## config.mk

```make
export PLATFORM = sky130hd
export DESIGN_NAME = mwc_top
export DESIGN_NICKNAME = d
export VERILOG_FILES = /design/src/core/mwc_pkg.sv /design/src/core/mwc_div_if.sv /design/src/core/mwc_top.sv /design/src/core/mwc_div.sv
export VERILOG_INCLUDE_DIRS = /design/src /design/src/core
export SDC_FILE = /design/constraint.sdc
export NUM_CORES = 2
export LEC_CHECK = 0
export BUFFER_PORTS_ARGS = -buffer_cell sky130_fd_sc_hd__buf_2
export CORE_MARGIN = 2
export CORE_UTILIZATION = 65
export CTS_BUF_LIST = sky130_fd_sc_hd__clkbuf_4
export DETAILED_ROUTE_END_ITERATION = 8
export PLACE_DENSITY = 0.84
export SLEW_MARGIN = 20
export SYNTH_ARGS = -nofsm -noshare
export SYNTH_HDL_FRONTEND = slang
export SYNTH_SLANG_ARGS = --single-unit
```

## constraint.sdc

```tcl
create_clock -name clk -period 14.2 [get_ports clk]
set_input_delay 0 -clock clk [delete_from_list [all_inputs] [get_ports clk]]
set_output_delay 0 -clock clk [all_outputs]
set_load 0.02 [all_outputs]
```

## src/core/mwc_defs.svh

```systemverilog
// Offsets, field positions, reset values and arithmetic constants
`ifndef MWC_DEFS_SVH
`define MWC_DEFS_SVH

`define MWC_DW 56
`define MWC_OFS_CTRL 8'h00
`define MWC_OFS_GEAR_A 8'h04
`define MWC_OFS_GEAR_B 8'h08
`define MWC_OFS_LEAD 8'h0C
`define MWC_OFS_RATIO 8'h10
`define MWC_OFS_WRANGE 8'h14
`define MWC_OFS_OFFRAT 8'h18
`define MWC_OFS_OFFVAL 8'h1C
`define MWC_OFS_STATUS 8'h20
`define MWC_OFS_RES 8'h24
`define MWC_OFS_WSTEPS 8'h28
`define MWC_OFS_WPOS 8'h2C

`define MWC_CTRL_MECH_SEL 0
`define MWC_CTRL_COORD_SEL 1
`define MWC_CTRL_WRAP_EN 2
`define MWC_CTRL_DIR_LO 4
`define MWC_CTRL_DEC_LO 8

`define MWC_RST_GEAR 16'h0001
`define MWC_RST_DIR 2'h1
`define MWC_RST_LEAD 15'h0001
`define MWC_RST_DEC 2'h0
`define MWC_RST_RATIO 15'h0000
`define MWC_RST_WRANGE 15'h000A
`define MWC_RST_OFFRAT 14'h1388
`define MWC_RST_OFFVAL 30'h00000000

`define MWC_MAX_LEAD 15'h7FFF
`define MWC_MAX_WRANGE 15'h4650
`define MWC_MAX_OFFRAT 14'h2710
`define MWC_RATIO_ONE 15'h0064
`define MWC_STEPS_PER_REV 11'h3E8
`define MWC_COORD_TENTHS 15'h4650
`define MWC_TENTH_SCALE 7'h64
`define MWC_PCT_FULL 14'h2710

`endif

```

## src/core/mwc_pkg.sv

```systemverilog
// Types shared by the mechanism and wrap coordinate block
`default_nettype none
`include "mwc_defs.svh"
package mwc_pkg;

  typedef logic [`MWC_DW-1:0] mwc_word_t;

  // Operation modes seen from the motion logic
  typedef enum logic [2:0] {
    MWC_MODE_ABS = 3'h0,
    MWC_MODE_INC = 3'h1,
    MWC_MODE_WABS = 3'h2,
    MWC_MODE_WNEAR = 3'h3,
    MWC_MODE_WFWD = 3'h4,
    MWC_MODE_WREV = 3'h5,
    MWC_MODE_CONT = 3'h6
  } mwc_mode_t;

  // Arithmetic sequencer states, one-hot
  typedef enum logic [5:0] {
    MWC_ST_IDLE = 6'h01,
    MWC_ST_RES = 6'h02,
    MWC_ST_C1 = 6'h04,
    MWC_ST_C2 = 6'h08,
    MWC_ST_LOW = 6'h10,
    MWC_ST_POS = 6'h20
  } mwc_state_t;

  function automatic logic is_wrap_mode(input logic [2:0] m);
    is_wrap_mode = (m == MWC_MODE_WABS) || (m == MWC_MODE_WNEAR) ||
      (m == MWC_MODE_WFWD) || (m == MWC_MODE_WREV);
  endfunction : is_wrap_mode

endpackage : mwc_pkg
`default_nettype wire

```

## src/core/mwc_div_if.sv

```systemverilog
// Request and answer of the shared divider
`default_nettype none
interface mwc_div_if;
  logic start;
  mwc_pkg::mwc_word_t dividend;
  mwc_pkg::mwc_word_t divisor;
  logic done;
  mwc_pkg::mwc_word_t quot;
  mwc_pkg::mwc_word_t rem;
  modport client (output start, output dividend, output divisor,
    input done, input quot, input rem);
  modport server (input start, input dividend, input divisor,
    output done, output quot, output rem);
endinterface : mwc_div_if
`default_nettype wire

```

## src/core/mwc_top.sv

```systemverilog
// Mechanism settings and wrap coordinate block with AHB-Lite registers
`default_nettype none
`include "mwc_defs.svh"
module mwc_top (
  // Clock and reset
  input wire logic clk,
  input wire logic rst_n,
  // AHB-Lite slave
  input wire logic hsel,
  input wire logic [31:0] haddr,
  input wire logic [1:0] htrans,
  input wire logic hwrite,
  input wire logic [2:0] hsize,
  input wire logic [31:0] hwdata,
  input wire logic hready,
  output logic hreadyout,
  output logic [31:0] hrdata,
  output logic hresp,
  // Values stored in the absolute sensor
  input wire logic [15:0] sens_gear_a,
  input wire logic [15:0] sens_gear_b,
  input wire logic sens_dir_cw,
  input wire logic [14:0] sens_lead,
  input wire logic [1:0] sens_lead_dec,
  input wire logic [14:0] sens_ratio,
  input wire logic [14:0] sens_wrange,
  input wire logic [13:0] sens_offrat,
  input wire logic [29:0] sens_offval,
  input wire logic sens_wrap_en,
  // Motion logic
  input wire logic [31:0] cmd_pos,
  input wire logic [2:0] op_mode,
  // Applied settings
  output logic dir_ccw_pos,
  output logic [15:0] gear_a_out,
  output logic [15:0] gear_b_out,
  output logic [14:0] lead_out,
  output logic [1:0] lead_dec_out,
  output logic [14:0] ratio_out,
  output logic [31:0] res_out,
  output logic wrap_err,
  output logic wrap_active,
  output logic [31:0] wrap_pos
);
  mwc_div_if dv ();

  logic mech_sel_q, mech_sel_d, coord_sel_q, coord_sel_d;
  logic wrap_en_q, wrap_en_d;
  logic [1:0] dir_q, dir_d, dec_q, dec_d;
  logic [15:0] ga_q, ga_d, gb_q, gb_d;
  logic [14:0] lead_q, lead_d, ratio_q, ratio_d, wr_q, wr_d;
  logic [13:0] ofr_q, ofr_d;
  logic [29:0] ofv_q, ofv_d;
  logic wr_pend_q, wr_pend_d, rd_pend_q, rd_pend_d, rd_done_q, rd_done_d;
  logic [7:0] addr_q, addr_d;
  logic [31:0] hrdata_q, hrdata_d;
  logic take;
  logic drv_mech, drv_dir;
  logic [15:0] ga_e, gb_e;
  logic [14:0] lead_e, ratio_e, wr_e;
  logic [1:0] dec_e;
  logic dir_e, wen_e;
  logic [13:0] ofr_e;
  logic [29:0] ofv_e;
  mwc_pkg::mwc_state_t st_q, st_d;
  logic pend_q, pend_d, c1_q, c1_d, c2_q, c2_d;
  logic [31:0] res_q, res_d, pos_q, pos_d;
  mwc_pkg::mwc_word_t ws_q, ws_d, lowb_q, lowb_d, r_w;
  logic signed [`MWC_DW-1:0] diff;
  logic home_ok, err_c, act_c;
  logic dir_o_q, err_o_q, act_o_q;
  logic [15:0] ga_o_q, gb_o_q;
  logic [14:0] lead_o_q, ratio_o_q;
  logic [1:0] dec_o_q;

  // Arithmetic engine shared by all derived values
  mwc_div u_div (
    .clk(clk),
    .rst_n(rst_n),
    .dv(dv.server)
  );

  // Effective values; direction codes 2 and 3 keep sensor mechanism data
  always_comb
  begin
    drv_mech = mech_sel_q && !dir_q[1];
    drv_dir = mech_sel_q;
    ga_e = drv_mech ? ga_q : sens_gear_a;
    gb_e = drv_mech ? gb_q : sens_gear_b;
    lead_e = drv_mech ? lead_q : sens_lead;
    dec_e = drv_mech ? dec_q : sens_lead_dec;
    ratio_e = drv_mech ? ratio_q : sens_ratio;
    if (ratio_e == 15'h0000)
    begin
      ratio_e = `MWC_RATIO_ONE;
    end
    dir_e = drv_dir ? dir_q[0] : sens_dir_cw;
    wr_e = coord_sel_q ? wr_q : sens_wrange;
    ofr_e = coord_sel_q ? ofr_q : sens_offrat;
    ofv_e = coord_sel_q ? ofv_q : sens_offval;
    wen_e = coord_sel_q ? wrap_en_q : sens_wrap_en;
  end

  // Home must sit inside the offset window
  always_comb
  begin
    home_ok = !lowb_q[`MWC_DW-1] ? (lowb_q == '0) :
      ($signed(lowb_q + ws_q) > 0);
    err_c = wen_e && !(c1_q && c2_q && home_ok);
    act_c = wen_e && !err_c && mwc_pkg::is_wrap_mode(op_mode);
  end

  // AHB-Lite: writes zero-wait, reads one wait state for a fresh word
  always_comb
  begin
    take = hsel && hready && htrans[1];
    wr_pend_d = take && hwrite;
    rd_pend_d = rd_pend_q && !rd_done_q;
    rd_done_d = 1'b0;
    addr_d = take ? haddr[7:0] : addr_q;
    hrdata_d = hrdata_q;
    if (take && !hwrite)
    begin
      rd_pend_d = 1'b1;
    end
    if (rd_pend_q && !rd_done_q)
    begin
      rd_done_d = 1'b1;
      case (addr_q)
        `MWC_OFS_CTRL: hrdata_d = {22'h000000, dec_q, 2'h0, dir_q, 1'b0,
          wrap_en_q, coord_sel_q, mech_sel_q};
        `MWC_OFS_GEAR_A: hrdata_d = {16'h0000, ga_q};
        `MWC_OFS_GEAR_B: hrdata_d = {16'h0000, gb_q};
        `MWC_OFS_LEAD: hrdata_d = {17'h00000, lead_q};
        `MWC_OFS_RATIO: hrdata_d = {17'h00000, ratio_q};
        `MWC_OFS_WRANGE: hrdata_d = {17'h00000, wr_q};
        `MWC_OFS_OFFRAT: hrdata_d = {18'h00000, ofr_q};
        `MWC_OFS_OFFVAL: hrdata_d = {{2{ofv_q[29]}}, ofv_q};
        `MWC_OFS_STATUS: hrdata_d = {26'h0000000, !dir_e, act_c, home_ok,
          c2_q, c1_q, err_c};
        `MWC_OFS_RES: hrdata_d = res_q;
        `MWC_OFS_WSTEPS: hrdata_d = ws_q[31:0];
        `MWC_OFS_WPOS: hrdata_d = pos_q;
        default: hrdata_d = 32'h00000000;
      endcase
    end
  end

  // Register writes; out-of-range values are dropped, old value kept
  always_comb
  begin
    mech_sel_d = mech_sel_q;
    coord_sel_d = coord_sel_q;
    wrap_en_d = wrap_en_q;
    dir_d = dir_q;
    dec_d = dec_q;
    ga_d = ga_q;
    gb_d = gb_q;
    lead_d = lead_q;
    ratio_d = ratio_q;
    wr_d = wr_q;
    ofr_d = ofr_q;
    ofv_d = ofv_q;
    if (wr_pend_q)
    begin
      case (addr_q)
        `MWC_OFS_CTRL:
        begin
          mech_sel_d = hwdata[`MWC_CTRL_MECH_SEL];
          coord_sel_d = hwdata[`MWC_CTRL_COORD_SEL];
          wrap_en_d = hwdata[`MWC_CTRL_WRAP_EN];
          dir_d = hwdata[`MWC_CTRL_DIR_LO +: 2];
          dec_d = hwdata[`MWC_CTRL_DEC_LO +: 2];
        end
        `MWC_OFS_GEAR_A:
          if (hwdata[31:16] == 16'h0000 && hwdata[15:0] != 16'h0000)
            ga_d = hwdata[15:0];
        `MWC_OFS_GEAR_B:
          if (hwdata[31:16] == 16'h0000 && hwdata[15:0] != 16'h0000)
            gb_d = hwdata[15:0];
        `MWC_OFS_LEAD:
          if (hwdata[31:15] == 17'h00000 && hwdata[14:0] != 15'h0000)
            lead_d = hwdata[14:0];
        `MWC_OFS_RATIO:
          if (hwdata[31:15] == 17'h00000)
            ratio_d = hwdata[14:0];
        `MWC_OFS_WRANGE:
          if (hwdata[31:15] == 17'h00000 && hwdata[14:0] != 15'h0000 &&
              hwdata[14:0] <= `MWC_MAX_WRANGE)
            wr_d = hwdata[14:0];
        `MWC_OFS_OFFRAT:
          if (hwdata[31:14] == 18'h00000 &&
              hwdata[13:0] <= `MWC_MAX_OFFRAT)
            ofr_d = hwdata[13:0];
        `MWC_OFS_OFFVAL:
          if (hwdata[31:29] == 3'h0 || hwdata[31:29] == 3'h7)
            ofv_d = hwdata[29:0];
        default: ;
      endcase
    end
  end

  // Sequencer: resolution, both integer checks, window bottom, position
  always_comb
  begin
    st_d = st_q;
    pend_d = pend_q;
    c1_d = c1_q;
    c2_d = c2_q;
    res_d = res_q;
    ws_d = ws_q;
    lowb_d = lowb_q;
    pos_d = act_c ? pos_q : cmd_pos;
    dv.start = !pend_q && (st_q != mwc_pkg::MWC_ST_IDLE);
    dv.dividend = '0;
    dv.divisor = '0;
    diff = $signed({{(`MWC_DW-32){cmd_pos[31]}}, cmd_pos}) -
      $signed(lowb_q);
    r_w = dv.rem;
    if (dv.start)
    begin
      pend_d = 1'b1;
    end
    case (st_q)
      mwc_pkg::MWC_ST_IDLE: st_d = mwc_pkg::MWC_ST_RES;
      mwc_pkg::MWC_ST_RES:
      begin
        // Widen before the product so large gear values are not cut
        dv.dividend = mwc_pkg::mwc_word_t'(gb_e) *
          mwc_pkg::mwc_word_t'(`MWC_STEPS_PER_REV);
        dv.divisor = mwc_pkg::mwc_word_t'(ga_e);
        if (dv.done)
        begin
          res_d = dv.quot[31:0];
          st_d = mwc_pkg::MWC_ST_C1;
          pend_d = 1'b0;
        end
      end
      mwc_pkg::MWC_ST_C1:
      begin
        dv.dividend = mwc_pkg::mwc_word_t'(`MWC_COORD_TENTHS);
        dv.divisor = mwc_pkg::mwc_word_t'(wr_e);
        if (dv.done)
        begin
          c1_d = (dv.rem == '0) && (wr_e != 15'h0000);
          st_d = mwc_pkg::MWC_ST_C2;
          pend_d = 1'b0;
        end
      end
      mwc_pkg::MWC_ST_C2:
      begin
        dv.dividend = mwc_pkg::mwc_word_t'(wr_e) *
          mwc_pkg::mwc_word_t'(`MWC_TENTH_SCALE) * mwc_pkg::mwc_word_t'(gb_e);
        dv.divisor = mwc_pkg::mwc_word_t'(ga_e);
        if (dv.done)
        begin
          c2_d = (dv.rem == '0);
          ws_d = dv.quot;
          st_d = mwc_pkg::MWC_ST_LOW;
          pend_d = 1'b0;
        end
      end
      mwc_pkg::MWC_ST_LOW:
      begin
        dv.dividend = mwc_pkg::mwc_word_t'(ws_q * ofr_e);
        dv.divisor = mwc_pkg::mwc_word_t'(`MWC_PCT_FULL);
        if (dv.done)
        begin
          lowb_d = mwc_pkg::mwc_word_t'($signed(ofv_e)) - dv.quot;
          st_d = mwc_pkg::MWC_ST_POS;
          pend_d = 1'b0;
        end
      end
      mwc_pkg::MWC_ST_POS:
      begin
        dv.dividend = diff[`MWC_DW-1] ? mwc_pkg::mwc_word_t'(-diff) :
          mwc_pkg::mwc_word_t'(diff);
        dv.divisor = ws_q;
        if (dv.done)
        begin
          if (diff[`MWC_DW-1] && dv.rem != '0)
          begin
            r_w = ws_q - dv.rem;
          end
          if (act_c)
          begin
            pos_d = lowb_q[31:0] + r_w[31:0];
          end
          st_d = mwc_pkg::MWC_ST_RES;
          pend_d = 1'b0;
        end
      end
      default:
      begin
        st_d = mwc_pkg::MWC_ST_IDLE;
        pend_d = 1'b0;
      end
    endcase
  end

  // All state registers except the output flops
  always_ff @(posedge clk)
  begin
    if (!rst_n)
    begin
      wr_pend_q <= 1'b0;
      rd_pend_q <= 1'b0;
      rd_done_q <= 1'b0;
      addr_q <= 8'h00;
      hrdata_q <= 32'h00000000;
      mech_sel_q <= 1'b0;
      coord_sel_q <= 1'b0;
      wrap_en_q <= 1'b1;
      dir_q <= `MWC_RST_DIR;
      dec_q <= `MWC_RST_DEC;
      ga_q <= `MWC_RST_GEAR;
      gb_q <= `MWC_RST_GEAR;
      lead_q <= `MWC_RST_LEAD;
      ratio_q <= `MWC_RST_RATIO;
      wr_q <= `MWC_RST_WRANGE;
      ofr_q <= `MWC_RST_OFFRAT;
      ofv_q <= `MWC_RST_OFFVAL;
      st_q <= mwc_pkg::MWC_ST_IDLE;
      pend_q <= 1'b0;
      c1_q <= 1'b0;
      c2_q <= 1'b0;
      res_q <= 32'h00000000;
      ws_q <= '0;
      lowb_q <= '0;
      pos_q <= 32'h00000000;
    end
    else
    begin
      wr_pend_q <= wr_pend_d;
      rd_pend_q <= rd_pend_d;
      rd_done_q <= rd_done_d;
      addr_q <= addr_d;
      hrdata_q <= hrdata_d;
      mech_sel_q <= mech_sel_d;
      coord_sel_q <= coord_sel_d;
      wrap_en_q <= wrap_en_d;
      dir_q <= dir_d;
      dec_q <= dec_d;
      ga_q <= ga_d;
      gb_q <= gb_d;
      lead_q <= lead_d;
      ratio_q <= ratio_d;
      wr_q <= wr_d;
      ofr_q <= ofr_d;
      ofv_q <= ofv_d;
      st_q <= st_d;
      pend_q <= pend_d;
      c1_q <= c1_d;
      c2_q <= c2_d;
      res_q <= res_d;
      ws_q <= ws_d;
      lowb_q <= lowb_d;
      pos_q <= pos_d;
    end
  end

  // Output flops so the motion logic sees glitch-free settings
  always_ff @(posedge clk)
  begin
    if (!rst_n)
    begin
      dir_o_q <= 1'b0;
      err_o_q <= 1'b0;
      act_o_q <= 1'b0;
      ga_o_q <= `MWC_RST_GEAR;
      gb_o_q <= `MWC_RST_GEAR;
      lead_o_q <= `MWC_RST_LEAD;
      ratio_o_q <= `MWC_RATIO_ONE;
      dec_o_q <= `MWC_RST_DEC;
    end
    else
    begin
      dir_o_q <= !dir_e;
      err_o_q <= err_c;
      act_o_q <= act_c;
      ga_o_q <= ga_e;
      gb_o_q <= gb_e;
      lead_o_q <= lead_e;
      ratio_o_q <= ratio_e;
      dec_o_q <= dec_e;
    end
  end

  assign hreadyout = !(rd_pend_q && !rd_done_q);
  assign hrdata = hrdata_q;
  assign hresp = 1'b0;
  assign dir_ccw_pos = dir_o_q;
  assign gear_a_out = ga_o_q;
  assign gear_b_out = gb_o_q;
  assign lead_out = lead_o_q;
  assign lead_dec_out = dec_o_q;
  assign ratio_out = ratio_o_q;
  assign res_out = res_q;
  assign wrap_err = err_o_q;
  assign wrap_active = act_o_q;
  assign wrap_pos = pos_q;
endmodule : mwc_top
`default_nettype wire

```

## src/core/mwc_div.sv

```systemverilog
// Sequential restoring divider, one quotient bit per clock
`default_nettype none
`include "mwc_defs.svh"
module mwc_div (
  // Clock and reset
  input wire logic clk,
  input wire logic rst_n,
  // Divider port
  mwc_div_if.server dv
);
  logic busy_q, busy_d;
  logic done_q, done_d;
  logic [5:0] cnt_q, cnt_d;
  mwc_pkg::mwc_word_t q_q, q_d, r_q, r_d, dv_q, dv_d;
  mwc_pkg::mwc_word_t sh;

  // One shift-subtract step; a zero divisor gives all-ones quotient
  always_comb
  begin
    busy_d = busy_q;
    cnt_d = cnt_q;
    q_d = q_q;
    r_d = r_q;
    dv_d = dv_q;
    done_d = 1'b0;
    sh = {r_q[`MWC_DW-2:0], q_q[`MWC_DW-1]};
    if (!busy_q && dv.start)
    begin
      busy_d = 1'b1;
      cnt_d = 6'h00;
      q_d = dv.dividend;
      r_d = '0;
      dv_d = dv.divisor;
    end
    else if (busy_q)
    begin
      if (sh >= dv_q)
      begin
        r_d = sh - dv_q;
        q_d = {q_q[`MWC_DW-2:0], 1'b1};
      end
      else
      begin
        r_d = sh;
        q_d = {q_q[`MWC_DW-2:0], 1'b0};
      end
      cnt_d = cnt_q + 6'h01;
      if (cnt_q == 6'(`MWC_DW - 1))
      begin
        busy_d = 1'b0;
        done_d = 1'b1;
      end
    end
  end

  // Registers only
  always_ff @(posedge clk)
  begin
    if (!rst_n)
    begin
      busy_q <= 1'b0;
      done_q <= 1'b0;
      cnt_q <= 6'h00;
      q_q <= '0;
      r_q <= '0;
      dv_q <= '0;
    end
    else
    begin
      busy_q <= busy_d;
      done_q <= done_d;
      cnt_q <= cnt_d;
      q_q <= q_d;
      r_q <= r_d;
      dv_q <= dv_d;
    end
  end

  assign dv.done = done_q;
  assign dv.quot = q_q;
  assign dv.rem = r_q;
endmodule : mwc_div
`default_nettype wire

```

==> flow_summary.toml, run 1 <==
[outcome]
status = "stopped before the end"
stop_stage = "global routing (5_1_grt)"
error = "[ERROR GRT-0116] Global routing finished with congestion. Check the congestion regions in the DRC Viewer."

[cts]
numCtsBuffers = 170
cts.sinks = 599
htreeDepth = 4
cts_setup_buffers = 0
clock_path_buffers = 3
cts-root-buf = "clkbuf_4"
cts_resized = 0

[synthesis]
netlist_instances = 9852
synth_nets = 11600
syn_area_per_cell_um2 = 7.90
synth_flop_cell = "dfxtp_1"
ys_seq_elements = 599
synth_edf_count = 0
synth_async_sr_flop_share = 0
synth_cell_types = 103
ys_warn_count = 0
syn-cell-area_um2 = 77800
ys_seq_area_frac = 0.154

[global_route]
grt_pass1_vias = 89600
grt_max_degree = 93
grt.total_usage = 0.685
grt_pass1_wl_um = 608000
overflow = 8

[floorplan]
start_util = 0.657
io_pins = 399
die_y_um = 350
rows = 126
die_width_um = 350

[place]
port_buffers = 368
hpwl_um = 257000
place_congestion = 1.13
## cells by family after synthesis
kind of cell,Yosys count,share of synthesized area
muxes,157,0.0212
xor gates and xnor gates,379,0.0426
buffers and inverters,1653,0.0805
adders and majority gates,1464,0.320
other,1,0.0000482
AOI/OAI and AO/OA,2239,0.186
DFF,599,0.154
and+or+nand+nor,3360,0.195
## metrics by stage
step	cells	setup WS (ns)	cell area (um2)	util	hold slack [ns]
2_1_floorplan	9852	2.46	77800	-	0.124
3_3_place_gp	11500	1.77	81500	0.688	0.216
3_5_place_dp	11500	1.63	81500	0.688	0.214
4_1_cts	12300	1.55	88500	0.747	0.0350
## cells in the mapped netlist (53+ instances only)
| master | n | area [um2] |
|---|---|---|
| inv_1 | 1128 | 4230 |
| a21oi_1 | 841 | 4210 |
| mux2_2 | 64 | 721 |
| a221oi_1 | 56 | 490 |
| nand2b_1 | 69 | 432 |
| xnor2_1 | 232 | 2030 |
| and2_1 | 138 | 863 |
| o21bai_1 | 57 | 428 |
| nand3_1 | 173 | 866 |
| a31oi_1 | 77 | 482 |
| dfxtp_1 | 599 | 12000 |
| xor2_1 | 147 | 1290 |
| o21ai_0 | 313 | 1570 |
| nand4_1 | 69 | 432 |
| clkbuf_1 | 471 | 1770 |
| nor4_1 | 73 | 457 |
| ha_1 | 584 | 7310 |
| o31ai_1 | 53 | 398 |
| nor2b_1 | 225 | 1410 |
| nand2_1 | 1655 | 6210 |
| fa_1 | 880 | 17600 |
| nor2_1 | 620 | 2330 |
| a211oi_1 | 102 | 766 |
| mux2i_1 | 93 | 931 |
| a21o_1 | 164 | 1230 |
| nor3_1 | 130 | 651 |
| o21a_1 | 73 | 548 |
| a22oi_1 | 81 | 608 |
## per-layer routing
layer / overflow / global-route usage
met5: 1 / 0.315
met4: 4 / 0.655
met3: 1 / 0.504
met2: 0 / 0.855
met1: 2 / 0.703
## timing repair
action,in CTS
hold buffers,478
hold endpoints to repair,327
setup endpoints to repair,0
==> run 2, diff against run 1 <==
Settings changed: CORE_UTILIZATION 65 to 40, CTS_BUF_LIST sky130_fd_sc_hd__clkbuf_4 to not set, PLACE_DENSITY 0.84 to not set, PLACE_DENSITY_LB_ADDON set to 0.15.
==> run 2 against run 1 <==
The flow now finishes without violations. Synthesized cell count unchanged. Synthesized area stayed put.
==> flow_summary.toml, run 2 <==
[cts]
cts_tree = "done"
cts_setup_buffers = 0
insertion_delay_ns = 0.77
cts.sinks = 599
clock_path_buffers = 3
cts.clk_slew.worst_paths_ns = 0.06
cts_resized = 0
htreeDepth = 3
cts-root-buf = "clkbuf_16"
cts_hold_buf = 210
numCtsBuffers = 83

[place]
place_ws_ns = 1.64
place_congestion = 1.04
port_buffers = 368
hpwl_um = 284000

[power_and_ir_drop]
swShare = 0.549
p_comb_frac = 0.843
p_leak_nw = 37.5
switching_power_mw = 14.7
intPower_mw = 12.1
power.density_nw_per_um2 = 305
seqPwrFrac = 0.071
clockPowerShare = 0.086
ir_drop_v = 0.00196

[synthesis]
synth_async_sr_flop_share = 0
synth_top_area_share = 0.226
netlist_instances = 9852
yosysMostFrequentCell = "nand2_1"
syn_area_per_cell_um2 = 7.90
ys_seq_area_frac = 0.154
ys_seq_elements = 599
synth_nets = 11600
synth_flop_cell = "dfxtp_1"
synth_cell_types = 103
synth.largest_area_cell = "fa_1"
ys_warn_count = 0
syn-cell-area_um2 = 77800
synth_edf_count = 0
ys_top_cells_by_area = "fa_1 (23%), dfxtp_1 (15%), ha_1 (9.4%), nand2_1 (8.0%), inv_1 (5.4%)"
netlist_top_cells_count = "nand2_1 (1655), inv_1 (1128), fa_1 (880)"

[setup_path]
cpPeakStageDelay_ns = 0.71
crit_path_end_kind = "flop"
crit_required_ns = 14.87
cp_max_fo = 25
crit_arrival_ns = 13.43
crit_slowest_cell = "mux2i_1"
cpMostUsedCell = "fa_1"
critPathKind = "reg -> reg"
start_kind = "flop"

[floorplan]
die_area_um2 = 198000
die_width_um = 445
die_y_um = 445
io_pins = 399
start_util = 0.403
core-area_um2 = 193000
rows = 161

[sta]
setup_tns_ns = 0
finalSetupViolations = 0
fin_crit_ns = 12.75
hold_violations = 0
worstMarginPinSlew_ns = 1.25
finalMaxSlewViolations = 0
rsz0062_at_grt = "no"
finalWorstSetupSlack_ns = 1.45
maxSlewHeadroom = 0.168
fmax_ghz = 0.0784
fin_skew_ns = 0.0698
finalCritPeriodShare = 0.898

[global_route]
overflow = 0
grt_pass1_wl_um = 517000
antenna_found_initial = 39
grt_pass1_vias = 74000
grt_max_degree = 150
grt.total_usage = 0.356

[route]
num_vias = 75500
drc_errors = 0
ant_nets = 0
drtPass1Iterations = 8
via_per_inst = 5.89
wirelength_um = 358000
drtIter0Drc = 7560
avgRoutedWirePerCell_um = 28.0

[worst_hold_path]
hold_path.class = "in -> reg"

[final_layout]
drive_gt1_frac = 0.0911
synthToLayoutAreaGrowth_pct = 12.7
final_cell_mix = "nand2_1 (1650), inv_1 (1128), fa_1 (880), a21oi_1 (840), nor2_1 (611)"
nets = 11900
layout_commonest_cell = "nand2_1"

[run]
drv_cap = 0

[outcome]
status = "completed"
## run 2: power groups by stage
stage,Sequential (mW),Combinational [mW],Clock [mW]
after CTS,1.90,22.5,2.32
after detailed placement,1.93,22.3,0
after global routing,1.91,25.1,2.38
after global placement,1.93,22.2,0
final,1.90,22.5,2.29
after floorplan,1.88,16.3,0
## run 2: metal layers
layer | track usage | wire [um]
met1 | 0.439 | 140000
met2 | 0.555 | 157000
met3 | 0.0737 | 30400
met4 | 0.251 | 30600
met5 | 0 | 139
## run 2: cells by family (layout without fill, tap and decap cells)
logic type | after synthesis | in the layout | synth area share
adder cells (fa/ha/maj) | 1464 | 1464 | 0.320
flip-flops | 599 | 599 | 0.154
buffers and inverters | 1653 | 2073 | 0.0805
AND/OR/NAND/NOR | 3360 | 3360 | 0.195
XOR/XNOR | 379 | 379 | 0.0426
multiplexers | 157 | 157 | 0.0212
other | 1 | 13 | 0.0000482
AO/OA/AOI/OAI | 2239 | 2239 | 0.186
## run 2: final cells by class
class / count / area (um2)
multi-input cells: 7600 / 59900
diodes: 12 / 30.0
clock inverters: 44 / 603
flip-flops and latches: 599 / 12000
well taps: 2526 / 3160
clock buffers: 110 / 2340
inverters: 1135 / 4270
fillers: 19300 / 105000
repair buffers: 784 / 5520
## run 2: path summary, 6_finish.rpt
| path | cells after the start | to | startpoint | slack, ns |
|---|---|---|---|---|
| hold / removal | 4 | lead_out[12] | sens_lead[12] | 0.03 |
| setup reg to reg | 39 | u_div.dv.quot[37] | coord_sel_q | 1.45 |
| setup / recovery | 39 | u_div.dv.quot[37] | coord_sel_q | 1.45 |
| hold reg to reg | 2 | u_div.dv_q[49] | u_div.dv_q[49] | 0.45 |
## run 2: through the flow
| step | hold WS, ns | instances | cell area, um2 | power [mW] | util |
|---|---|---|---|---|---|
| after floorplan | 0.124 | 9852 | 77800 | 18.2 | - |
| after global placement | 0.241 | 12400 | 82700 | 24.2 | 0.428 |
| after detailed placement | 0.243 | 12400 | 82700 | 24.2 | 0.429 |
| after CTS | 0.000130 | 12800 | 87700 | 26.7 | 0.455 |
| after global routing | 0.0387 | 12800 | 87700 | 29.4 | 0.455 |
| final | 0.0327 | 12800 | 87800 | 26.7 | 0.455 |
## run 2: critical path, delay by kind of cell, from the launching register on
family / cells / cell delay, ns
simple gates: 5 / 1.30
flops: 1 / 0.58
mux: 2 / 1.16
buf+inv: 4 / 0.56
fa+ha+maj: 11 / 4.88
compound gates: 17 / 4.16
Note: power is estimated with default switching activity, not from simulation.
